### config.mk
export PLATFORM = sky130hd
export DESIGN_NAME = dfrs_top
export DESIGN_NICKNAME = d
export VERILOG_FILES = /design/src/dfrs_pkg.sv /design/src/dfrs_jump_band.sv /design/src/dfrs_lowpass.sv /design/src/dfrs_top.sv
export SDC_FILE = /design/constraint.sdc
export NUM_CORES = 2
export LEC_CHECK = 0
export BUFFER_PORTS_ARGS = -buffer_cell sky130_fd_sc_hd__buf_2
export CORE_MARGIN = 2
export CORE_UTILIZATION = 40
export DETAILED_ROUTE_END_ITERATION = 16
export GPL_ROUTABILITY_DRIVEN = 0
export SLEW_MARGIN = 20
export SYNTH_ARGS = -nofsm -noshare
export SYNTH_HDL_FRONTEND = slang
export SYNTH_SLANG_ARGS = --single-unit
### constraint.sdc
create_clock -name CLK_I -period 101.3 [get_ports CLK_I]
set_clock_uncertainty 0.05 [all_clocks]
set_input_delay 5.065 -clock CLK_I [delete_from_list [all_inputs] [get_ports CLK_I]]
set_output_delay 5.065 -clock CLK_I [all_outputs]
set_load 0.02 [all_outputs]
### src/dfrs_pkg.sv
package dfrs_pkg;
    // ****************************************************************
    // timing
    // ****************************************************************
    localparam int CLK_PERIOD_NS = 100;
    localparam int TICK_TIME_NS = 10_000_000;   // 10 ms sequencer and filter step
    localparam int TICK_CYCLES = TICK_TIME_NS / CLK_PERIOD_NS;
    localparam int TICK_W = 17;

    // ****************************************************************
    // widths and limits
    // ****************************************************************
    localparam int FREQ_W = 14;                 // 0.01 Hz units
    localparam int JUMP_W = 7;                  // 1 Hz units
    localparam int BAND_W = 5;                  // 1 Hz units, 0 to 31
    localparam int TIME_W = 20;                 // stage time in 10 ms units
    localparam int TAU_W = 9;                   // filter time in 10 ms units
    localparam int ADC_W = 12;
    localparam int JUMPS = 3;
    localparam int STAGES = 7;
    localparam logic [13:0] FREQ_MAX = 14'h2EE0;    // 120.00 Hz
    localparam logic [13:0] HZ_TO_CENT = 14'h0064;  // 1 Hz in 0.01 Hz units
    localparam logic [6:0] JUMP_MAX = 7'h78;        // 120 Hz
    localparam logic [11:0] ADC_FULL = 12'hFFF;

    // ****************************************************************
    // sequencer encodings and reset values
    // ****************************************************************
    localparam logic [2:0] STAGE_FIRST = 3'h0;
    localparam logic [2:0] STAGE_LAST = 3'h6;
    localparam logic [1:0] MODE_ONCE = 2'h0;
    localparam logic [1:0] MODE_REPEAT = 2'h1;
    localparam logic [1:0] MODE_HOLD_LAST = 2'h2;
    localparam logic [1:0] RAMP_SET_1 = 2'h0;
    typedef enum logic [1:0] {SEQ_IDLE, SEQ_RUN, SEQ_HOLD} dfrs_seq_t;
endpackage

### src/dfrs_jump_band.sv
`timescale 1ns/1ns
module dfrs_jump_band (
    input wire logic clk_i,
    input wire logic rst_b_i,
    input wire logic [dfrs_pkg::FREQ_W-1:0] req_i,
    input wire logic [dfrs_pkg::JUMPS-1:0][dfrs_pkg::JUMP_W-1:0] jump_hz_i,
    input wire logic [dfrs_pkg::BAND_W-1:0] width_i,
    output logic [dfrs_pkg::FREQ_W-1:0] target_o
);
    logic [13:0] blo [dfrs_pkg::JUMPS];
    logic [13:0] bhi [dfrs_pkg::JUMPS];
    logic [dfrs_pkg::JUMPS-1:0] en;
    logic [13:0] lo;
    logic [13:0] hi;
    logic hit;
    logic [13:0] next_target;

    function automatic logic [13:0] to_cent(input logic [6:0] hz);
        to_cent = 14'(14'(hz) * dfrs_pkg::HZ_TO_CENT);
    endfunction

    // band bounds, merging and hold decision
    always_comb begin
        lo = 14'h0000;
        hi = 14'h0000;
        hit = 1'b0;
        for (int i = 0; i < dfrs_pkg::JUMPS; i++) begin
            logic [6:0] j;
            j = (jump_hz_i[i] > dfrs_pkg::JUMP_MAX) ? dfrs_pkg::JUMP_MAX : jump_hz_i[i];
            en[i] = (j != 7'h00);
            blo[i] = (j > 7'(width_i)) ? to_cent(j - 7'(width_i)) : 14'h0000;
            bhi[i] = 14'((14'(j) + 14'(width_i)) * dfrs_pkg::HZ_TO_CENT);
        end
        for (int i = 0; i < dfrs_pkg::JUMPS; i++) begin
            if (!hit && en[i] && req_i > blo[i] && req_i < bhi[i]) begin
                lo = blo[i];
                hi = bhi[i];
                hit = 1'b1;
            end
        end
        // two passes reach every chain of three touching bands
        for (int p = 0; p < 2; p++) begin
            for (int i = 0; i < dfrs_pkg::JUMPS; i++) begin
                if (hit && en[i] && blo[i] <= hi && bhi[i] >= lo) begin
                    lo = (blo[i] < lo) ? blo[i] : lo;
                    hi = (bhi[i] > hi) ? bhi[i] : hi;
                end
            end
        end
        if (hit && req_i > target_o) begin
            next_target = lo;
        end else if (hit) begin
            next_target = hi;
        end else begin
            next_target = req_i;
        end
    end

    // target register
    always_ff @(posedge clk_i or negedge rst_b_i) begin
        if (!rst_b_i) begin
            target_o <= 14'h0000;
        end else begin
            target_o <= next_target;
        end
    end

    property p_hold_lower;
        @(posedge clk_i) disable iff (!rst_b_i)
        (hit && req_i > target_o) |=> (target_o == $past(lo));
    endproperty
    a_hold_lower: assert property (p_hold_lower) else $error("band not held low");

    property p_hold_upper;
        @(posedge clk_i) disable iff (!rst_b_i)
        (hit && req_i < target_o) |=> (target_o == $past(hi));
    endproperty
    a_hold_upper: assert property (p_hold_upper) else $error("band not held high");

    property p_disabled_pass;
        @(posedge clk_i) disable iff (!rst_b_i)
        (jump_hz_i == '0) |=> (target_o == $past(req_i));
    endproperty
    a_disabled_pass: assert property (p_disabled_pass) else $error("zero jump acted");
endmodule // dfrs_jump_band

### src/dfrs_lowpass.sv
`timescale 1ns/1ns
module dfrs_lowpass #(
    parameter int W = 12
) (
    input wire logic clk_i,
    input wire logic rst_b_i,
    input wire logic tick_i,
    input wire logic [dfrs_pkg::TAU_W-1:0] tau_i,
    input wire logic [W-1:0] x_i,
    output logic [W-1:0] y_o
);
    // eight fraction bits keep small steps from stalling the approach
    logic [W+7:0] acc;
    logic [W+7:0] next_acc;
    logic signed [W+9:0] diff;

    // first order step: acc moves by (x - acc) / tau each tick
    always_comb begin
        diff = $signed({2'b00, x_i, 8'h00}) - $signed({2'b00, acc});
        if (tau_i == '0) begin
            next_acc = {x_i, 8'h00};
        end else if (tick_i) begin
            next_acc = (W+8)'($signed({2'b00, acc}) + diff / $signed({1'b0, tau_i}));
        end else begin
            next_acc = acc;
        end
    end

    // filter state
    always_ff @(posedge clk_i or negedge rst_b_i) begin
        if (!rst_b_i) begin
            acc <= '0;
            y_o <= '0;
        end else begin
            acc <= next_acc;
            y_o <= next_acc[W+7:8];
        end
    end

    property p_no_filter;
        @(posedge clk_i) disable iff (!rst_b_i)
        (tau_i == '0) |=> (y_o == $past(x_i));
    endproperty
    a_no_filter: assert property (p_no_filter) else $error("zero time constant lags");
endmodule // dfrs_lowpass

### src/dfrs_top.sv
// Notes on behaviour
// - zero hertz jump point is disabled
// - three jump points, 0 to 120 Hz
// - accelerating into band holds lower bound
// - above band, target follows request
// - decelerating mirrors: hold upper bound
// - touching bands merge into one
// - four selects choose presets 1 to 15
// - unassigned select input reads as off
// - presets 0.00 to 120.00 Hz, 0.01 steps
// - modes: once, repeat, once then hold
// - seven stages in ascending order
// - stage time to 6000 s, direction
// - stage picks one of four ramp sets
// - zero time stage is skipped
// - stage n uses preset n
// - forward run resumes where stopped
// - stop then reset returns to stage one
// - reverse commands ignored in pattern operation
// - cycle end stops with ramp set one
// - analog bias -100..100 %, gain 0..200 %
// - one low-pass time constant, 0 to 5 s
// - both analog inputs share that filter
`timescale 1ns/1ns
module dfrs_top #(
    parameter int TICK_CYCLES = dfrs_pkg::TICK_CYCLES
) (
    input wire logic CLK_I,
    input wire logic RST_B_I,
    input wire logic SPEED_SELECT_BIT0_I,
    input wire logic SPEED_SELECT_BIT1_I,
    input wire logic SPEED_SELECT_BIT2_I,
    input wire logic SPEED_SELECT_BIT3_I,
    input wire logic [3:0] SPEED_SELECT_ASSIGNED_I,
    input wire logic FORWARD_RUN_COMMAND_I,
    input wire logic REVERSE_RUN_COMMAND_I,
    input wire logic STOP_COMMAND_I,
    input wire logic RESET_COMMAND_I,
    input wire logic PATTERN_ENABLE_I,
    input wire logic [1:0] PATTERN_MODE_SETTING_I,
    input wire logic [dfrs_pkg::STAGES-1:0][dfrs_pkg::TIME_W-1:0] STAGE_TIME_I,
    input wire logic [dfrs_pkg::STAGES-1:0] STAGE_REVERSE_I,
    input wire logic [dfrs_pkg::STAGES-1:0][1:0] STAGE_RAMP_SET_I,
    input wire logic [15:1][dfrs_pkg::FREQ_W-1:0] PRESET_FREQ_I,
    input wire logic [dfrs_pkg::JUMPS-1:0][dfrs_pkg::JUMP_W-1:0] JUMP_HZ_I,
    input wire logic [dfrs_pkg::BAND_W-1:0] JUMP_WIDTH_I,
    input wire logic [dfrs_pkg::ADC_W-1:0] ANALOG_12_I,
    input wire logic [dfrs_pkg::ADC_W-1:0] ANALOG_C1_I,
    input wire logic signed [7:0] ANALOG_BIAS_I,
    input wire logic [7:0] ANALOG_GAIN_I,
    input wire logic [dfrs_pkg::TAU_W-1:0] ANALOG_FILTER_TIME_I,
    output logic [dfrs_pkg::FREQ_W-1:0] FREQ_TARGET_O,
    output logic RUN_O,
    output logic DIRECTION_REVERSE_O,
    output logic [1:0] RAMP_SET_O,
    output logic [2:0] STAGE_O,
    output logic PATTERN_ACTIVE_O,
    output logic [dfrs_pkg::ADC_W-1:0] ANALOG_12_FILT_O,
    output logic [dfrs_pkg::ADC_W-1:0] ANALOG_C1_FILT_O
);
    // ****************************************************************
    // pin synchronisers
    // ****************************************************************
    logic [7:0] pin_meta;
    logic [7:0] pin_sync;
    logic fwd_prev;

    // both stages only register; nothing reads pin_meta but pin_sync
    always_ff @(posedge CLK_I or negedge RST_B_I) begin
        if (!RST_B_I) begin
            pin_meta <= 8'h00;
            pin_sync <= 8'h00;
            fwd_prev <= 1'b0;
        end else begin
            pin_meta <= {RESET_COMMAND_I, STOP_COMMAND_I, REVERSE_RUN_COMMAND_I,
                FORWARD_RUN_COMMAND_I, SPEED_SELECT_BIT3_I, SPEED_SELECT_BIT2_I,
                SPEED_SELECT_BIT1_I, SPEED_SELECT_BIT0_I};
            pin_sync <= pin_meta;
            fwd_prev <= pin_sync[4];
        end
    end

    logic forward_run_command;
    logic reverse_run_command;
    logic stop_cmd;
    logic reset_cmd;
    logic fwd_rise;
    logic [3:0] preset_idx;

    assign forward_run_command = pin_sync[4];
    assign reverse_run_command = pin_sync[5];
    assign stop_cmd = pin_sync[6];
    assign reset_cmd = pin_sync[7];
    assign fwd_rise = forward_run_command && !fwd_prev;
    // binary weights 1, 2, 4, 8; unassigned terminals forced off
    assign preset_idx = pin_sync[3:0] & SPEED_SELECT_ASSIGNED_I;

    function automatic logic [13:0] clamp_freq(input logic [13:0] f);
        clamp_freq = (f > dfrs_pkg::FREQ_MAX) ? dfrs_pkg::FREQ_MAX : f;
    endfunction

    // ****************************************************************
    // 10 ms time base
    // ****************************************************************
    logic [dfrs_pkg::TICK_W-1:0] tick_cnt;
    logic [dfrs_pkg::TICK_W-1:0] next_tick_cnt;
    logic tick;

    // free running divider shared by sequencer and filters
    always_comb begin
        tick = (tick_cnt == dfrs_pkg::TICK_W'(TICK_CYCLES - 1));
        next_tick_cnt = tick ? '0 : tick_cnt + 1'b1;
    end

    always_ff @(posedge CLK_I or negedge RST_B_I) begin
        if (!RST_B_I) begin
            tick_cnt <= '0;
        end else begin
            tick_cnt <= next_tick_cnt;
        end
    end

    // ****************************************************************
    // pattern sequencer
    // ****************************************************************
    dfrs_pkg::dfrs_seq_t seq_state;
    dfrs_pkg::dfrs_seq_t next_seq_state;
    logic [2:0] stage;
    logic [2:0] next_stage;
    logic [dfrs_pkg::TIME_W-1:0] elapsed;
    logic [dfrs_pkg::TIME_W-1:0] next_elapsed;
    logic [dfrs_pkg::TIME_W-1:0] cur_time;
    logic advance;

    // stage position and elapsed time survive a stop in SEQ_RUN so a new run resumes
    always_comb begin
        next_seq_state = seq_state;
        next_stage = stage;
        next_elapsed = elapsed;
        cur_time = STAGE_TIME_I[stage];
        advance = 1'b0;
        case (seq_state)
            dfrs_pkg::SEQ_IDLE: begin
                if (reset_cmd) begin
                    next_stage = dfrs_pkg::STAGE_FIRST;
                    next_elapsed = '0;
                end else if (PATTERN_ENABLE_I && fwd_rise && !stop_cmd) begin
                    next_seq_state = dfrs_pkg::SEQ_RUN;
                end
            end
            dfrs_pkg::SEQ_RUN: begin
                if (stop_cmd || !PATTERN_ENABLE_I) begin
                    next_seq_state = dfrs_pkg::SEQ_IDLE;
                end else if (cur_time == '0) begin
                    advance = 1'b1;
                end else if (tick) begin
                    next_elapsed = elapsed + 1'b1;
                    advance = (next_elapsed >= cur_time);
                end
                if (advance) begin
                    next_elapsed = '0;
                    if (stage != dfrs_pkg::STAGE_LAST) begin
                        next_stage = stage + 1'b1;
                    end else begin
                        next_stage = dfrs_pkg::STAGE_FIRST;
                        case (PATTERN_MODE_SETTING_I)
                            dfrs_pkg::MODE_REPEAT: next_seq_state = dfrs_pkg::SEQ_RUN;
                            dfrs_pkg::MODE_HOLD_LAST: begin
                                next_stage = dfrs_pkg::STAGE_LAST;
                                next_seq_state = dfrs_pkg::SEQ_HOLD;
                            end
                            default: next_seq_state = dfrs_pkg::SEQ_IDLE;
                        endcase
                    end
                end
            end
            dfrs_pkg::SEQ_HOLD: begin
                // the cycle is over, so a stop here restarts from stage one
                if (stop_cmd || !PATTERN_ENABLE_I) begin
                    next_seq_state = dfrs_pkg::SEQ_IDLE;
                    next_stage = dfrs_pkg::STAGE_FIRST;
                end
            end
            default: begin
                next_seq_state = dfrs_pkg::SEQ_IDLE;
            end
        endcase
    end

    always_ff @(posedge CLK_I or negedge RST_B_I) begin
        if (!RST_B_I) begin
            seq_state <= dfrs_pkg::SEQ_IDLE;
            stage <= dfrs_pkg::STAGE_FIRST;
            elapsed <= '0;
        end else begin
            seq_state <= next_seq_state;
            stage <= next_stage;
            elapsed <= next_elapsed;
        end
    end

    // ****************************************************************
    // analog reference scaling
    // ****************************************************************
    logic [19:0] gain_part;
    logic signed [21:0] bias_part;
    logic signed [21:0] ana_sum;
    logic [11:0] ana_level;
    logic [13:0] ana_freq;

    // gain in percent of reading, bias in percent of full scale
    always_comb begin
        gain_part = 20'((20'(ANALOG_12_FILT_O) * 20'(ANALOG_GAIN_I)) / 20'h00064);
        bias_part = (22'(ANALOG_BIAS_I) * 22'sh000FFF) / 22'sh000064;
        ana_sum = $signed({2'b00, gain_part}) + bias_part;
        if (ana_sum < 0) begin
            ana_level = 12'h000;
        end else if (ana_sum > $signed({10'h000, dfrs_pkg::ADC_FULL})) begin
            ana_level = dfrs_pkg::ADC_FULL;
        end else begin
            ana_level = ana_sum[11:0];
        end
        // full scale maps just under 120.00 Hz; a shift avoids a divider
        ana_freq = 14'((26'(ana_level) * 26'(dfrs_pkg::FREQ_MAX)) >> 12);
    end

    // ****************************************************************
    // request selection and outputs
    // ****************************************************************
    logic [13:0] request;
    logic [13:0] next_request;
    logic next_run;
    logic next_reverse;
    logic [1:0] next_ramp;
    logic pat_on;

    // pattern owns frequency, direction and ramps while active
    always_comb begin
        pat_on = (seq_state != dfrs_pkg::SEQ_IDLE);
        if (pat_on) begin
            next_request = clamp_freq(PRESET_FREQ_I[4'(stage) + 4'h1]);
            next_run = 1'b1;
            next_reverse = STAGE_REVERSE_I[stage];
            next_ramp = STAGE_RAMP_SET_I[stage];
        end else if (PATTERN_ENABLE_I) begin
            // stopped pattern decelerates on the first ramp set
            next_request = 14'h0000;
            next_run = 1'b0;
            next_reverse = DIRECTION_REVERSE_O;
            next_ramp = dfrs_pkg::RAMP_SET_1;
        end else begin
            if (preset_idx != 4'h0) begin
                next_request = clamp_freq(PRESET_FREQ_I[preset_idx]);
            end else begin
                next_request = ana_freq;
            end
            next_run = (forward_run_command || reverse_run_command) && !stop_cmd;
            next_reverse = reverse_run_command && !forward_run_command;
            next_ramp = dfrs_pkg::RAMP_SET_1;
        end
    end

    always_ff @(posedge CLK_I or negedge RST_B_I) begin
        if (!RST_B_I) begin
            request <= 14'h0000;
            RUN_O <= 1'b0;
            DIRECTION_REVERSE_O <= 1'b0;
            RAMP_SET_O <= dfrs_pkg::RAMP_SET_1;
            STAGE_O <= dfrs_pkg::STAGE_FIRST;
            PATTERN_ACTIVE_O <= 1'b0;
        end else begin
            request <= next_request;
            RUN_O <= next_run;
            DIRECTION_REVERSE_O <= next_reverse;
            RAMP_SET_O <= next_ramp;
            STAGE_O <= stage;
            PATTERN_ACTIVE_O <= pat_on;
        end
    end

    // ****************************************************************
    // jump bands and filters
    // ****************************************************************
    dfrs_jump_band u_jump (
        .clk_i(CLK_I),
        .rst_b_i(RST_B_I),
        .req_i(request),
        .jump_hz_i(JUMP_HZ_I),
        .width_i(JUMP_WIDTH_I),
        .target_o(FREQ_TARGET_O)
    );

    // one time constant feeds both inputs
    dfrs_lowpass #(.W(dfrs_pkg::ADC_W)) u_filt_12 (
        .clk_i(CLK_I),
        .rst_b_i(RST_B_I),
        .tick_i(tick),
        .tau_i(ANALOG_FILTER_TIME_I),
        .x_i(ANALOG_12_I),
        .y_o(ANALOG_12_FILT_O)
    );

    dfrs_lowpass #(.W(dfrs_pkg::ADC_W)) u_filt_c1 (
        .clk_i(CLK_I),
        .rst_b_i(RST_B_I),
        .tick_i(tick),
        .tau_i(ANALOG_FILTER_TIME_I),
        .x_i(ANALOG_C1_I),
        .y_o(ANALOG_C1_FILT_O)
    );

    // ****************************************************************
    // checks
    // ****************************************************************
    property p_skip_zero;
        @(posedge CLK_I) disable iff (!RST_B_I)
        (seq_state == dfrs_pkg::SEQ_RUN && !stop_cmd && PATTERN_ENABLE_I && cur_time == '0)
            |=> (elapsed == '0 && (stage != $past(stage) || seq_state != dfrs_pkg::SEQ_RUN));
    endproperty
    a_skip_zero: assert property (p_skip_zero) else $error("zero stage not skipped");

    property p_resume;
        @(posedge CLK_I) disable iff (!RST_B_I)
        (seq_state == dfrs_pkg::SEQ_IDLE && !reset_cmd)
            |=> (stage == $past(stage) && elapsed == $past(elapsed));
    endproperty
    a_resume: assert property (p_resume) else $error("stopped position lost");

    property p_reset_stage;
        @(posedge CLK_I) disable iff (!RST_B_I)
        (seq_state == dfrs_pkg::SEQ_IDLE && reset_cmd) |=> (stage == dfrs_pkg::STAGE_FIRST);
    endproperty
    a_reset_stage: assert property (p_reset_stage) else $error("reset kept stage");

    property p_stage_dir;
        @(posedge CLK_I) disable iff (!RST_B_I)
        (seq_state == dfrs_pkg::SEQ_RUN)
            |=> (DIRECTION_REVERSE_O == $past(STAGE_REVERSE_I[stage]) && RUN_O);
    endproperty
    a_stage_dir: assert property (p_stage_dir) else $error("direction not from stage");

    property p_end_ramp;
        @(posedge CLK_I) disable iff (!RST_B_I)
        (seq_state == dfrs_pkg::SEQ_IDLE && PATTERN_ENABLE_I)
            |=> (RAMP_SET_O == dfrs_pkg::RAMP_SET_1 && !RUN_O);
    endproperty
    a_end_ramp: assert property (p_end_ramp) else $error("stop not on ramp set one");
endmodule // dfrs_top

==> out/qor.txt <==
status -> finished clean
fraction of registers with async set/reset -> 1.000
ANT nets after route -> 0
largest net degree at the start of global routing -> 67
Most used DFF post-synth -> dfrtp_1
CP max stage cell -> nor3_1
CP Max Fanout -> 24
synth warn -> 0
Top cell by count, worst path -> o21a_1
Final Hold Fails -> 0
Avg WL per Cell -> 21.71 µm
Netlist cell types -> 143
Final HPWL DP -> 192.4 mm
num ports -> 509
period utilization -> 0.7074
# Post-CTS Setup Buffers -> 0
Resized cells post-CTS -> 0
CP startpoint kind -> primary input
Seq cells post-synth -> 135
CTS Root Cell -> clkbuf_16
max_slew headroom -> 0.1936
H-tree depth -> 4
Post-synth EDFFs -> 0
Total Neg Setup Slack -> 0 ps
worst skew pair latency -> 550 ps
DRC -> 0
mapped cell area -> 63140 µm²
register area share after synthesis -> 0.05351
# setup viols final -> 0
fin crit period -> 71660 ps
clock tree buffer depth -> 2
worst min path class -> flop to flop
first-pass GRT wire length -> 356.2 mm
Avg Inst Size Synth -> 7.672 µm²
Die Height -> 401.3 µm
critical setup path kind -> primary input to flop
synth-to-layout area growth -> 8.555%
Max Clk Rate -> 13.96 MHz
vias per cell -> 6.055
Crit path arrival time -> 72080 ps
Sink Count -> 135
Initial Utilization -> 0.4033
initial antenna violation count -> 28
Post-CTS Hold Buffers -> 0
RSZ-0062 raised after global routing -> false
max_cap viols -> 0
CTS buffer count -> 17
grt ovf -> 0
first drt pass iteration count -> 6
max incr delay on CP -> 830 ps
Mapped Cells -> 8230
final WL -> 231.1 mm
DRT iter0 DRCs -> 5443
fraction of layout cells with a size suffix above 1 -> 0.1289
FP Rows -> 145
port buffer count -> 508
gr usage total -> 0.2795
Nets -> 10300
clk slew on worst S/H paths -> 80 ps
DR vias -> 64470
Die ar. -> 161000 µm²
Slew Limit Fails -> 0
CP endpoint kind -> flop
core area -> 156600 µm²
Critical Path RT -> 101720 ps
Worst-Margin Slew -> 1210 ps
vias in the first global route -> 61860
CTS tree -> done
Die X -> 401.3 µm
[state kept, by name, summed over array words and instances, names as in the netlist]
signal and cells:
elapsed 20, u_filt_12.acc 20, u_filt_c1.acc 20, tick_cnt 17
request 14, u_jump.target_o 14, pin_meta 8, pin_sync 8
STAGE_O 3, stage 3, RAMP_SET_O 2, seq_state 2
DIRECTION_REVERSE_O 1, PATTERN_ACTIVE_O 1, RUN_O 1, fwd_prev 1
[per-stage QoR]
stage | util | cells | hold WS [ps] | area, µm² | worst slack [ps]
floorplan | - | 8231 | 281.2 | 63140 | 38020
global placement | 0.4337 | 10610 | 283.3 | 67900 | 31700
detailed placement | 0.4337 | 10610 | 290.4 | 67900 | 29820
CTS | 0.4376 | 10640 | 307.1 | 68510 | 30210
global route | 0.4377 | 10650 | 316.9 | 68530 | 23620
finish | 0.4378 | 10650 | 304.2 | 68540 | 29640
[Yosys cell counts, types with 135 or more instances]
cell / count / area share
ha_1: 1113 / 0.22
nand2_1: 638 / 0.038
nor2_1: 630 / 0.037
inv_1: 597 / 0.035
a21oi_1: 567 / 0.045
o21ai_0: 422 / 0.033
nor3_1: 354 / 0.028
o21a_1: 334 / 0.040
xnor2_1: 285 / 0.040
clkbuf_1: 198 / 0.012
a21o_1: 181 / 0.022
nand3_1: 162 / 0.013
fa_1: 157 / 0.050
nand2b_1: 153 / 0.015
mux2i_1: 151 / 0.024
xor2_1: 149 / 0.021
mux2_2: 144 / 0.026
and2_1: 137 / 0.014
dfrtp_1: 135 / 0.054
[area by class of cell]
type                    count  area (µm²)
well taps                2058        2575
repair buffers            610        3314
fillers                 15840       88030
diodes                      8       20.02
clock inverters            15       182.7
clock buffers              17       425.4
inverters                 598        2245
multi-input cells        7207       56390
flip-flops and latches    135        3385
[worst paths after layout]
| kind | startpoint | endpoint | slack [ps] | cells after the start |
|---|---|---|---|---|
| min in group asynchronous | RST_B_I | RUN_O$_DFF_PN0_ | 4440 | 1 |
| max reg2reg | u_filt_c1.acc[8]$_DFFE_PN0P_ | u_filt_c1.acc[19]$_DFFE_PN0P_ | 33780 | 303 |
| min reg2reg | pin_meta[2]$_DFF_PN0_ | pin_sync[2]$_DFF_PN0_ | 300 | 0 |
| min | pin_meta[2]$_DFF_PN0_ | pin_sync[2]$_DFF_PN0_ | 300 | 0 |
| max in group asynchronous | RST_B_I | stage[0]$_DFFE_PN0P_ | 95490 | 2 |
| max | ANALOG_C1_I[0] | u_filt_c1.acc[19]$_DFFE_PN0P_ | 29640 | 303 |
[cell usage in the layout, fill, tap and decap left out, types with 64 or more instances in the layout]
cell and n:
or3_1 72, nor3_1 352, mux2_2 144, o31ai_1 110, and2_1 137, buf_4 102
nand4_1 127, nand2_1 634, nor2_1 629, a21o_1 181, fa_1 157, a31oi_1 64
and3_1 66, mux4_2 106, o21ai_0 419, nor2b_1 105, xnor2_1 283, ha_1 1112
nand2b_1 153, mux2i_1 151, inv_1 592, o211ai_1 80, o21a_1 334, xor2_1 147
a21oi_1 566, dfrtp_1 132, o21bai_1 75, nand3_1 162, buf_2 507
[metal layers]
layer,GRT usage,wire [µm]
met1,0.3590,98890
met2,0.4507,102000
met3,0.05298,18370
met4,0.1308,11760
met5,0,124
[worst max-delay path: cells and delay by family]
family,cells,cell delay [ps]
buffers and inverters,13,2030
AOI/OAI and AO/OA,189,39540
adders and majority gates,24,7320
and+or+nand+nor,70,15660
muxes,5,1880
xor gates and xnor gates,2,450
[logic make-up (layout without fill, tap and decap cells)]
| kind of cell | Yosys count | after routing | share of synthesized area |
|---|---|---|---|
| fa+ha+maj | 1283 | 1283 | 0.2724 |
| xor+xnor | 437 | 437 | 0.06116 |
| flops | 135 | 135 | 0.05351 |
| mux | 406 | 406 | 0.08864 |
| buf+inv | 889 | 1240 | 0.05573 |
| other cells | 1 | 10 | 0.00005939 |
| simple gates | 2702 | 2702 | 0.2137 |
| compound gates | 2377 | 2377 | 0.2548 |
Power is left out: the tool's default activity adds up to more than one toggle a clock period on the data nets, which glitch-free logic cannot reach.
